### src/pps_pkg.sv
// Package with register map and selector codes for the input pin selector
package pps_pkg;
  localparam int          PPS_SEL_W        = 7;
  localparam logic [11:0] PPS_OFF_TMR      = 12'h000;
  localparam logic [11:0] PPS_OFF_SPI_CD   = 12'h004;
  localparam logic [11:0] PPS_OFF_SPI_SS   = 12'h008;
  localparam int          PPS_LO_POS       = 0;
  localparam int          PPS_HI_POS       = 8;
  localparam logic [6:0]  PPS_SEL_RESET    = 7'h00;
  localparam logic [6:0]  PPS_CODE_VSS     = 7'h00;
  localparam logic [6:0]  PPS_CODE_CMP     = 7'h01;
  localparam logic [6:0]  PPS_CODE_TMR_TOP = 7'h7c;
  localparam logic [6:0]  PPS_CODE_SPI_TOP = 7'h7f;
  localparam int          PPS_PIN_TOP      = 124;
endpackage : pps_pkg

### src/pps_input_select.sv
// Input pin selector for timer clock and third SPI port inputs
//
// Summary of operation
// - SPI clock picked by bits fourteen to eight
// - SPI slave select from separate register
// - Code zero gives constant low
// - Code one gives comparator one output
// - SPI top code pin 124; timer 1111100
// - Other bits ignore writes, read zero
//
// The address map and register access over APB are this design's own decisions.
`timescale 1ns/1ps
`default_nettype none
module pps_input_select #(
  parameter int NUM_PINS = 125
) (
  // Clock and reset
  input  wire logic                clk_i,
  input  wire logic                rst_n_i,
  // APB slave
  input  wire logic                psel_i,
  input  wire logic                penable_i,
  input  wire logic                pwrite_i,
  input  wire logic [11:0]         paddr_i,
  input  wire logic [31:0]         pwdata_i,
  output logic      [31:0]         prdata_o,
  output logic                     pready_o,
  output logic                     pslverr_o,
  // Sources
  input  wire logic [NUM_PINS-1:0] pin_i,
  input  wire logic                comparator_one_output_i,
  // Routed peripheral inputs
  output logic                     timer_b_external_clock_input_o,
  output logic                     spi_c_clock_input_o,
  output logic                     spi_c_data_input_o,
  output logic                     spi_c_slave_select_input_o
);

  // ==========================================================
  // Elaboration checks
  // ==========================================================
  // One pin per code up to the top pin, no more and no less
  if (NUM_PINS != pps_pkg::PPS_PIN_TOP + 1) begin : g_bad_pins
    $error("NUM_PINS must be 125");
  end

  // Selector fields are seven bits wide
  if (pps_pkg::PPS_SEL_W != 7) begin : g_bad_width
    $error("selector width must be 7");
  end

  // Both fields of the shared register fit in sixteen bits
  if (pps_pkg::PPS_HI_POS + pps_pkg::PPS_SEL_W > 16) begin : g_bad_hi
    $error("high field does not fit");
  end

  // Low field must end below the high field
  if (pps_pkg::PPS_LO_POS + pps_pkg::PPS_SEL_W > pps_pkg::PPS_HI_POS)
  begin : g_bad_lo
    $error("selector fields overlap");
  end

  // Top pin must be reachable by a selector code
  if (pps_pkg::PPS_PIN_TOP >= (1 << pps_pkg::PPS_SEL_W)) begin : g_bad_top
    $error("top pin beyond selector range");
  end

  // Timer list ends at or below the SPI list
  if (pps_pkg::PPS_CODE_TMR_TOP > pps_pkg::PPS_CODE_SPI_TOP)
  begin : g_bad_order
    $error("timer top above SPI top");
  end

  // ==========================================================
  // Pin synchronisers
  // ==========================================================
  logic [NUM_PINS-1:0] s1_q;
  logic [NUM_PINS-1:0] s2_q;
  logic [NUM_PINS-1:0] s3_q;
  logic [NUM_PINS-1:0] pin_ok_q;
  logic [2:0]          cmp_s_q;
  logic                cmp_ok_q;

  always_ff @(posedge clk_i or negedge rst_n_i) begin
    if (!rst_n_i) begin
      s1_q     <= '0;
      s2_q     <= '0;
      s3_q     <= '0;
      cmp_s_q  <= 3'h0;
      cmp_ok_q <= 1'b0;
    end else begin
      s1_q    <= pin_i;
      s2_q    <= s1_q;
      s3_q    <= s2_q;
      cmp_s_q <= {cmp_s_q[1:0], comparator_one_output_i};
      if (cmp_s_q[1] == cmp_s_q[2]) begin
        cmp_ok_q <= cmp_s_q[2];
      end
    end
  end

  // Change counts once stages two and three agree
  for (genvar g = 0; g < NUM_PINS; g++) begin : g_pin
    always_ff @(posedge clk_i or negedge rst_n_i) begin
      if (!rst_n_i) begin
        pin_ok_q[g] <= 1'b0;
      end else if (s2_q[g] == s3_q[g]) begin
        pin_ok_q[g] <= s3_q[g];
      end
    end
  end

  // ==========================================================
  // State
  // ==========================================================
  typedef struct packed {
    logic [6:0]  tmr_sel;
    logic [6:0]  sck_sel;
    logic [6:0]  sdi_sel;
    logic [6:0]  ss_sel;
    logic [31:0] rdata;
    logic        ready;
    logic        tmr_out;
    logic        sck_out;
    logic        sdi_out;
    logic        ss_out;
  } pps_state_type;

  pps_state_type st_q;
  pps_state_type st_d;

  // ==========================================================
  // Address decode
  // ==========================================================
  logic setup;
  logic access;
  logic wr;
  logic hit_tmr;
  logic hit_cd;
  logic hit_ss;

  // Setup cycle launches the registered answer
  assign setup   = psel_i && !penable_i;
  // Access cycle in which pready is high
  assign access  = psel_i && penable_i && st_q.ready;
  assign wr      = access && pwrite_i;
  assign hit_tmr = paddr_i == pps_pkg::PPS_OFF_TMR;
  assign hit_cd  = paddr_i == pps_pkg::PPS_OFF_SPI_CD;
  assign hit_ss  = paddr_i == pps_pkg::PPS_OFF_SPI_SS;

  // ==========================================================
  // Write enables
  // ==========================================================
  // Unmapped addresses match none, so writes there are lost
  logic wr_tmr;
  logic wr_cd;
  logic wr_ss;

  assign wr_tmr = wr && hit_tmr;
  assign wr_cd  = wr && hit_cd;
  assign wr_ss  = wr && hit_ss;

  // ==========================================================
  // Write data fields
  // ==========================================================
  // Only selector bits are kept, the rest dropped
  logic [6:0] wr_lo;
  logic [6:0] wr_hi;

  assign wr_lo = pwdata_i[pps_pkg::PPS_LO_POS +: 7];
  assign wr_hi = pwdata_i[pps_pkg::PPS_HI_POS +: 7];

  // ==========================================================
  // Read data
  // ==========================================================
  logic [31:0] rd_tmr;
  logic [31:0] rd_cd;
  logic [31:0] rd_ss;
  logic [31:0] rd_word;

  // Bits outside the fields read as zero
  assign rd_tmr = {25'h0, st_q.tmr_sel};
  assign rd_cd  = {17'h0, st_q.sck_sel, 1'b0, st_q.sdi_sel};
  assign rd_ss  = {25'h0, st_q.ss_sel};

  // Unmapped addresses read as zero
  always_comb begin
    rd_word = 32'h0;
    if (hit_tmr) begin
      rd_word = rd_tmr;
    end
    if (hit_cd) begin
      rd_word = rd_cd;
    end
    if (hit_ss) begin
      rd_word = rd_ss;
    end
  end

  // ==========================================================
  // Source routing
  // ==========================================================
  localparam int NUM_ROUTES = 4;

  logic [6:0]            route_sel [NUM_ROUTES];
  logic [6:0]            route_top [NUM_ROUTES];
  wire  [NUM_ROUTES-1:0] route_val;

  // Slot order: timer, spi clock, spi data, spi select
  always_comb begin
    route_sel[0] = st_q.tmr_sel;
    route_sel[1] = st_q.sck_sel;
    route_sel[2] = st_q.sdi_sel;
    route_sel[3] = st_q.ss_sel;
    route_top[0] = pps_pkg::PPS_CODE_TMR_TOP;
    route_top[1] = pps_pkg::PPS_CODE_SPI_TOP;
    route_top[2] = pps_pkg::PPS_CODE_SPI_TOP;
    route_top[3] = pps_pkg::PPS_CODE_SPI_TOP;
  end

  // Code 0 ground, 1 comparator, top pin 124, else pin n
  // Codes with no pin behind them give a steady low
  for (genvar r = 0; r < NUM_ROUTES; r++) begin : g_route
    logic [6:0] code;
    logic [6:0] top;
    logic       val;

    assign code = route_sel[r];
    assign top  = route_top[r];

    always_comb begin
      val = 1'b0;
      if (code == pps_pkg::PPS_CODE_VSS) begin
        val = 1'b0;
      end else if (code == pps_pkg::PPS_CODE_CMP) begin
        val = cmp_ok_q;
      end else if (code == top) begin
        val = pin_ok_q[pps_pkg::PPS_PIN_TOP];
      end else if (code < top && code < NUM_PINS) begin
        val = pin_ok_q[code];
      end
    end

    assign route_val[r] = val;
  end

  // ==========================================================
  // Next state
  // ==========================================================
  always_comb begin
    st_d       = st_q;
    st_d.ready = setup;
    if (setup) begin
      st_d.rdata = rd_word;
    end
    if (wr_tmr) begin
      st_d.tmr_sel = wr_lo;
    end
    if (wr_cd) begin
      st_d.sck_sel = wr_hi;
      st_d.sdi_sel = wr_lo;
    end
    if (wr_ss) begin
      st_d.ss_sel = wr_lo;
    end
    st_d.tmr_out = route_val[0];
    st_d.sck_out = route_val[1];
    st_d.sdi_out = route_val[2];
    st_d.ss_out  = route_val[3];
  end

  // ==========================================================
  // State register
  // ==========================================================
  // Every selector clears to the ground code

  always_ff @(posedge clk_i or negedge rst_n_i) begin
    if (!rst_n_i) begin
      st_q <= '{tmr_sel: pps_pkg::PPS_SEL_RESET,
                sck_sel: pps_pkg::PPS_SEL_RESET,
                sdi_sel: pps_pkg::PPS_SEL_RESET,
                ss_sel:  pps_pkg::PPS_SEL_RESET,
                rdata:   32'h0,
                default: 1'b0};
    end else begin
      st_q <= st_d;
    end
  end

  // ==========================================================
  // Outputs
  // ==========================================================
  // All outputs except pslverr_o, tied low, come straight from the state register
  assign prdata_o                       = st_q.rdata;
  assign pready_o                       = st_q.ready;
  assign pslverr_o                      = 1'b0;
  assign timer_b_external_clock_input_o = st_q.tmr_out;
  assign spi_c_clock_input_o            = st_q.sck_out;
  assign spi_c_data_input_o             = st_q.sdi_out;
  assign spi_c_slave_select_input_o     = st_q.ss_out;

endmodule : pps_input_select
`default_nettype wire

### config.mk
export PLATFORM = sky130hd
export DESIGN_NAME = pps_input_select
export DESIGN_NICKNAME = d
export VERILOG_FILES = /design/src/pps_pkg.sv /design/src/pps_input_select.sv
export SDC_FILE = /design/constraint.sdc
export NUM_CORES = 1
export LEC_CHECK = 0
export ABC_AREA = 1
export ABC_CLOCK_PERIOD_IN_PS = 1900
export CAP_MARGIN = 30
export CORE_UTILIZATION = 40
export DETAILED_ROUTE_END_ITERATION = 10
export DONT_BUFFER_PORTS = 1
export PLACE_DENSITY = 0.64
export SYNTH_ARGS = -nofsm -noshare
export SYNTH_HDL_FRONTEND = slang
export SYNTH_SLANG_ARGS = --single-unit
### constraint.sdc
create_clock -name clk_i -period 1.9 [get_ports clk_i]
set_input_delay 0.19 -clock clk_i [delete_from_list [all_inputs] [get_ports clk_i]]
set_output_delay 0.19 -clock clk_i [all_outputs]
set_load 0.05 [all_outputs]
# --- Word-level counts from Yosys, hierarchy flattened ---
# Index checks and enable logic that the tools add are counted.
# Widths: inputs -> output; s select.
word_totals:
  ff_bits: 569
  in_bits: 175
  output_inout_bits: 38
  elab_cells: 332
op_classes:
  order_cmp: 12
  eq_ne: 136
  n_mux: 27
  reduce_logical: 17
op_table:
  columns: ["operator", "n"]
  rows:
  - ["$eq 1x1->1", 126]
  - ["$lt 7x7->1 const B", 8]
  - ["$lt 7x8->1 const B", 4]
  - ["$mux 32", 1]
  - ["$bmux 1 s7", 4]
  - ["$eq 7x1->1 const B", 4]
  - ["$eq 7x7->1 const B", 4]
  - ["$logic_not 7->1", 4]
  - ["$mux 1", 20]
  - ["$mux 15", 1]
  - ["$eq 12x3->1 const B", 1]
  - ["$eq 12x4->1 const B", 1]
  - ["$logic_not 12->1", 1]
  - ["$logic_and 1x1->1", 11]
  - ["$mux 7", 1]
  - ["$logic_not 1->1", 1]

# --- Depth between registers and ports, before layout ---
logic_depth:
  word_depth: 6
  depth_mapped: 16
  mapped_depth_nobuf: 15

# --- Worst setup path after synthesis ---
# OpenSTA, ideal clock, no wires.
synth_timing:
  path_kind: "register to register"
  startpoint: "reg st_q, in the netlist g_route[1].code[0]"
  endpoint: "reg st_q, in the netlist spi_c_clock_input_o"
  setup_time_ps: 138
  arrival_ps: 1421
  required_time_ps: 1762
  path_slack_ps: 341
  stages_incl_launch_ff: 12
  path_buffers: 3
  synth_period_minus_slack_ps: 1559
  path_cell_list: "dfrtp_1 > buf_4 > buf_6 > buf_4 > o211ai_1 > nand3_1 > nand3_1 > nand2_1 > a21oi_1 > nand2_1 > nand2_1 > a21oi_1"
synth_between:
  elab_chain_cells: 6
  elab_cells_between_ends: 12
  cone_classes: "order compare: 2; eq/ne: 2; mux: 6; reduce/logical: 2"
synth_rtl:
  columns: ["item", "line_no", "text"]
  rows:
  - ["start, declared", "pps_input_select.sv:129", "pps_state_type st_q;"]
  - ["start signal, assigned", "pps_input_select.sv:279", "st_q <= '{tmr_sel: pps_pkg::PPS_SEL_RESET,"]
  - ["start signal, assigned", "pps_input_select.sv:286", "st_q <= st_d;"]
  - ["$bmux 1 s7 / $lt 7x7->1 (equally long branches)", "pps_input_select.sv:240, pps_input_select.sv:239", null]
  - ["$mux 1 (implied by the code) / $logic_and 1x1->1 (equally long branches)", "pps_input_select.sv:240, pps_input_select.sv:239", null]
  - ["$mux 1", "pps_input_select.sv:239", "end else if (code < top && code < NUM_PINS) begin"]
  - ["$mux 1", "pps_input_select.sv:237", "end else if (code == top) begin"]
  - ["$mux 1", "pps_input_select.sv:235", "end else if (code == pps_pkg::PPS_CODE_CMP) begin"]
  - ["$mux 1 (*)", "pps_input_select.sv:233", "if (code == pps_pkg::PPS_CODE_VSS) begin"]
  - ["named net g_route[1].val", "pps_input_select.sv:226", "logic val;"]
# Mark *: on every way through the listed nets, which the timed path passes. The rest lies on a longest branch. The select of a mux whose other input is x is not followed.
# A chain may end at the register's enable or synchronous reset.

# --- Final worst setup path ---
layout_timing:
  startpoint: "reg st_q, in the netlist g_route[3].code[0]"
  endpoint: "reg st_q, in the netlist spi_c_slave_select_input_o"
layout_between:
  elab_chain_cells: 6
  elab_cells_between_ends: 12
  cone_classes: "order compare: 2; eq/ne: 2; mux: 6; reduce/logical: 2"
layout_rtl:
  columns: ["item", "line_no"]
  rows:
  - ["$bmux 1 s7 / $lt 7x7->1 (equally long branches)", "pps_input_select.sv:240, pps_input_select.sv:239"]
  - ["$mux 1 (implied by the code) / $logic_and 1x1->1 (equally long branches)", "pps_input_select.sv:240, pps_input_select.sv:239"]
  - ["$mux 1", "pps_input_select.sv:239"]
  - ["$mux 1", "pps_input_select.sv:237"]
  - ["$mux 1", "pps_input_select.sv:235"]
  - ["$mux 1 (*)", "pps_input_select.sv:233"]
  - ["named net g_route[3].val", "pps_input_select.sv:226"]
# Marks and branches as above.

==> run summary <==
I/O Buffers -> 0
number of synthesized flops with an enable pin -> 0
worst setup path class -> reg2reg
Post-DP Area -> 23100 µm²
Hold Path Class -> in2async
XOR/XNOR Fraction of Synth Area -> 0%
CP max FO -> 6
Worst R2R Start -> g_route[3].code[0]
cell count after placement -> 2862
CTS tree -> yes
Slew HR -> -59.2%
total grt overflow -> 0
Leakage -> 12.5 nW
mux contribution to synthesized area -> 0%
Num CTS Buffers -> 56
Hold Violations, Final -> 551
setup ws final -> -0.0831 ns
crit share post-route -> 104%
gpl congestion -> 1.01
P&R area growth vs syn -> 28.9%
Max VDD drop -> 0.860 mV
largest net degree at the start of global routing -> 552
CP dominant cell by count -> nand2_1
drt pass-1 iters -> 5
Post-Syn Area -> 21300 µm²
Synth Instances -> 2097
Mean Syn Cell Area -> 10.2 µm²
RSZ-0062 raised after global routing -> true
fmax -> 504 MHz
main combinational cell family by area after synthesis -> simple AND/OR/NAND/NOR gates
setup violators final -> 3
vias in the first global route -> 15900
Min Hold Slack -> -0.701 ns
crit path DAT -> 2.52 ns
Sink Count -> 551
DIE HEIGHT -> 233 µm
Boundary Pins -> 213
Synth Area in Compound Gates -> 5.34%
critical path cell sequence -> buf_12 > clkinv_8 > nor2_4 > buf_12 > buf_4 > nand2_1 > nand4_1 > nand3_2 > nand2_1 > nand3_1 > nand3_1 > nand2_1 > a21oi_2
synthesized flop and latch total -> 551
clk slew on worst S/H paths -> 0.06 ns
Iteration-0 DRC Markers -> 1436
failing checks -> negative hold slack, max-slew violations, negative setup slack
CP peak stage delay -> 0.40 ns
antenna-violating nets left -> 0
core area -> 52700 µm²
Final Routed Wirelength -> 65.8 mm
Max Cap Viol -> 0
effective utilization at floorplan -> 40.5%
fin area -> 27500 µm²
first-pass GRT wire length -> 96.6 mm
fin cells -> 3137
Required @ worst endpoint -> 2.44 ns
DP HPWL -> 43.1 mm
adder-cell share of the synthesized area -> 5.91%
fillers -> 4599
max-slew violation count -> 300
critical path startpoint category -> flop
Post-route DRC -> 0
Warnings, synthesis -> 0
Global Route Usage Sum -> 23.9%
Worst-Margin Slew -> 2.39 ns
crit path from -> g_route[3].code[0]
post-synthesis simple-gate area fraction -> 18.7%
cell row count -> 84
Max clock buf depth -> 3
clk root buf -> clkbuf_16
status -> complete, but fails checks
wire per inst -> 21.0 µm
DIE AREA -> 54300 µm²
initial antenna violation count -> 0
vias -> 16200
H-tree levels -> 2
critical path's slowest cell -> dfrtp_2
critical path capture point type -> flop
Nets -> 2577
Seq/Total Area, Yosys -> 64.6%
Cell variety after synth -> 36
min cycle time layout -> 1.98 ns
power per cell area -> 955 nW/µm²
Top FF cell, synth -> dfrtp_1
fraction of layout cells with a size suffix above 1 -> 17.1%
Post-CTS Hold Fix Bufs -> 145
worst-skew pair later-pin latency -> 0.63 ns
setup tns final -> -0.180 ns
final clock skew -> 0.0310 ns
ant diodes -> 0
via/cell ratio -> 5.15
die width -> 233 µm
Async SR Flop Fraction -> 100%
## critical path, delay by kind of cell (launching register included)
| family | cells | cell delay [ns] |
|---|---|---|
| AND/OR/NAND/NOR | 8 | 0.86 |
| AO/OA/AOI/OAI | 1 | 0.12 |
| buffers and inverters | 4 | 0.52 |
| flip-flops | 1 | 0.40 |
## power breakdown
group,internal (mW),switching (mW)
clock,7.01,4.68
combinational,0.731,0.878
sequential,12.4,0.553
## cells by family after synthesis
| kind of cell | after synthesis |
|---|---|
| buffers and inverters | 252 |
| adder cells (fa/ha/maj) | 126 |
| AND/OR/NAND/NOR | 973 |
| other | 1 |
| flip-flops | 551 |
| AO/OA/AOI/OAI | 194 |
## metal layers
| layer | vias to the layer above | part of all wire [%] | track usage (%) |
|---|---|---|---|
| met5 | - | 0 | 0 |
| met4 | 0 | 3.9 | 8.74 |
| met3 | 178 | 7.5 | 3.60 |
| met2 | 761 | 44 | 36.2 |
| met1 | 7850 | 45 | 34.7 |
| li1 | 7366 | - | - |
## worst paths after layout
| path | to | slack [ns] | cells past startpoint |
|---|---|---|---|
| max in group asynchronous | g_route[2].code[0] | 0.56 | 0 |
| setup reg to reg | spi_c_slave_select_input_o | -0.08 | 13 |
| hold / removal | s2_q[57] | -0.70 | 0 |
| setup / recovery | spi_c_slave_select_input_o | -0.08 | 13 |
| hold reg to reg | s2_q[4] | 0.34 | 0 |
| min in group clk_i | prdata_o[5] | 0.03 | 4 |
## Yosys cell counts, types with 3 or more instances
cell type  number  area (µm²)
a21boi_0        3        22.5
a21oi_1        71         355
a31oi_1         4        25.0
a41oi_1         7        61.3
buf_1           5        18.8
buf_2          50         250
buf_4          33         248
buf_6           4        45.0
clkbuf_1       12        45.0
dfrtp_1       551       13800
inv_1         138         518
inv_2           9        33.8
maj3_1        126        1260
nand2_1       641        2410
nand2_2         3        18.8
nand3_1       191         956
nand4_1        16         100
nor2_1        109         409
nor2_2          4        25.0
nor3_1          4        20.0
o211ai_1       35         263
o21ai_0        58         290
o31ai_1         7        52.6
## cells in the final DEF, fill, tap and decap left out, types with 3 or more instances in the layout
cell type        n
clkinv_2         6
buf_12          17
dfrtp_1        543
bufinv_16        7
a21oi_1         54
nand2_2         26
clkbuf_1         5
nand3_1        158
nor2_4           8
a21oi_2         17
a31oi_2          3
nand4_1         16
inv_1          135
buf_6           12
o21ai_0         51
a41oi_1          7
clkinvlp_4       7
nand2_1        613
nor3_1           4
maj3_1         126
clkbuf_16       65
conb_1          19
o31ai_1          7
o211ai_1        35
nand3_2         33
dfrtp_2          8
nor2_2          16
nand2_4          5
clkbuf_8        14
dlygate4sd3_1  145
buf_4          144
inv_2            9
buf_8            4
clkinv_4         5
o21ai_1          8
nor2_1          91
## what timing repair did
item	in CTS	in global routing
hold endpoints to repair	719	551
setup endpoints to repair	2	4
setup buffers	3	15
resized for setup	39	122
gates cloned	1	9
pin swaps	7	53
## registers in the layout, summed over array words and instances (netlist names), 3 cells and up
register,cells
cmp_s_q,3
g_route.code,28
pin_ok_q,125
prdata_o,14
s1_q,125
s2_q,125
s3_q,125
## area by class of cell
class | count | area, µm² | share of cell area, %
multi-input cells | 1312 | 6880 | 25.0
flip-flops and latches | 551 | 13800 | 50.2
inverters | 148 | 579 | 2.11
repair buffers | 333 | 3350 | 12.2
well taps | 688 | 861 | 3.13
clock inverters | 30 | 427 | 1.55
clock buffers | 75 | 1610 | 5.86
## through the flow
step | worst slack [ns] | hold slack (ns) | power, mW | util [%]
2_1_floorplan | 0.341 | -0.106 | 13.9 | -
3_3_place_gp | -0.307 | -0.0766 | 14.4 | 43.8
3_5_place_dp | -0.267 | -0.0782 | 14.5 | 43.8
4_1_cts | -0.0263 | -0.748 | 26.5 | 50.8
5_1_grt | -0.173 | -0.721 | 27.3 | 52.3
6_report | -0.0831 | -0.701 | 26.3 | 52.3
No activity file was read; power rests on OpenSTA's default activity.
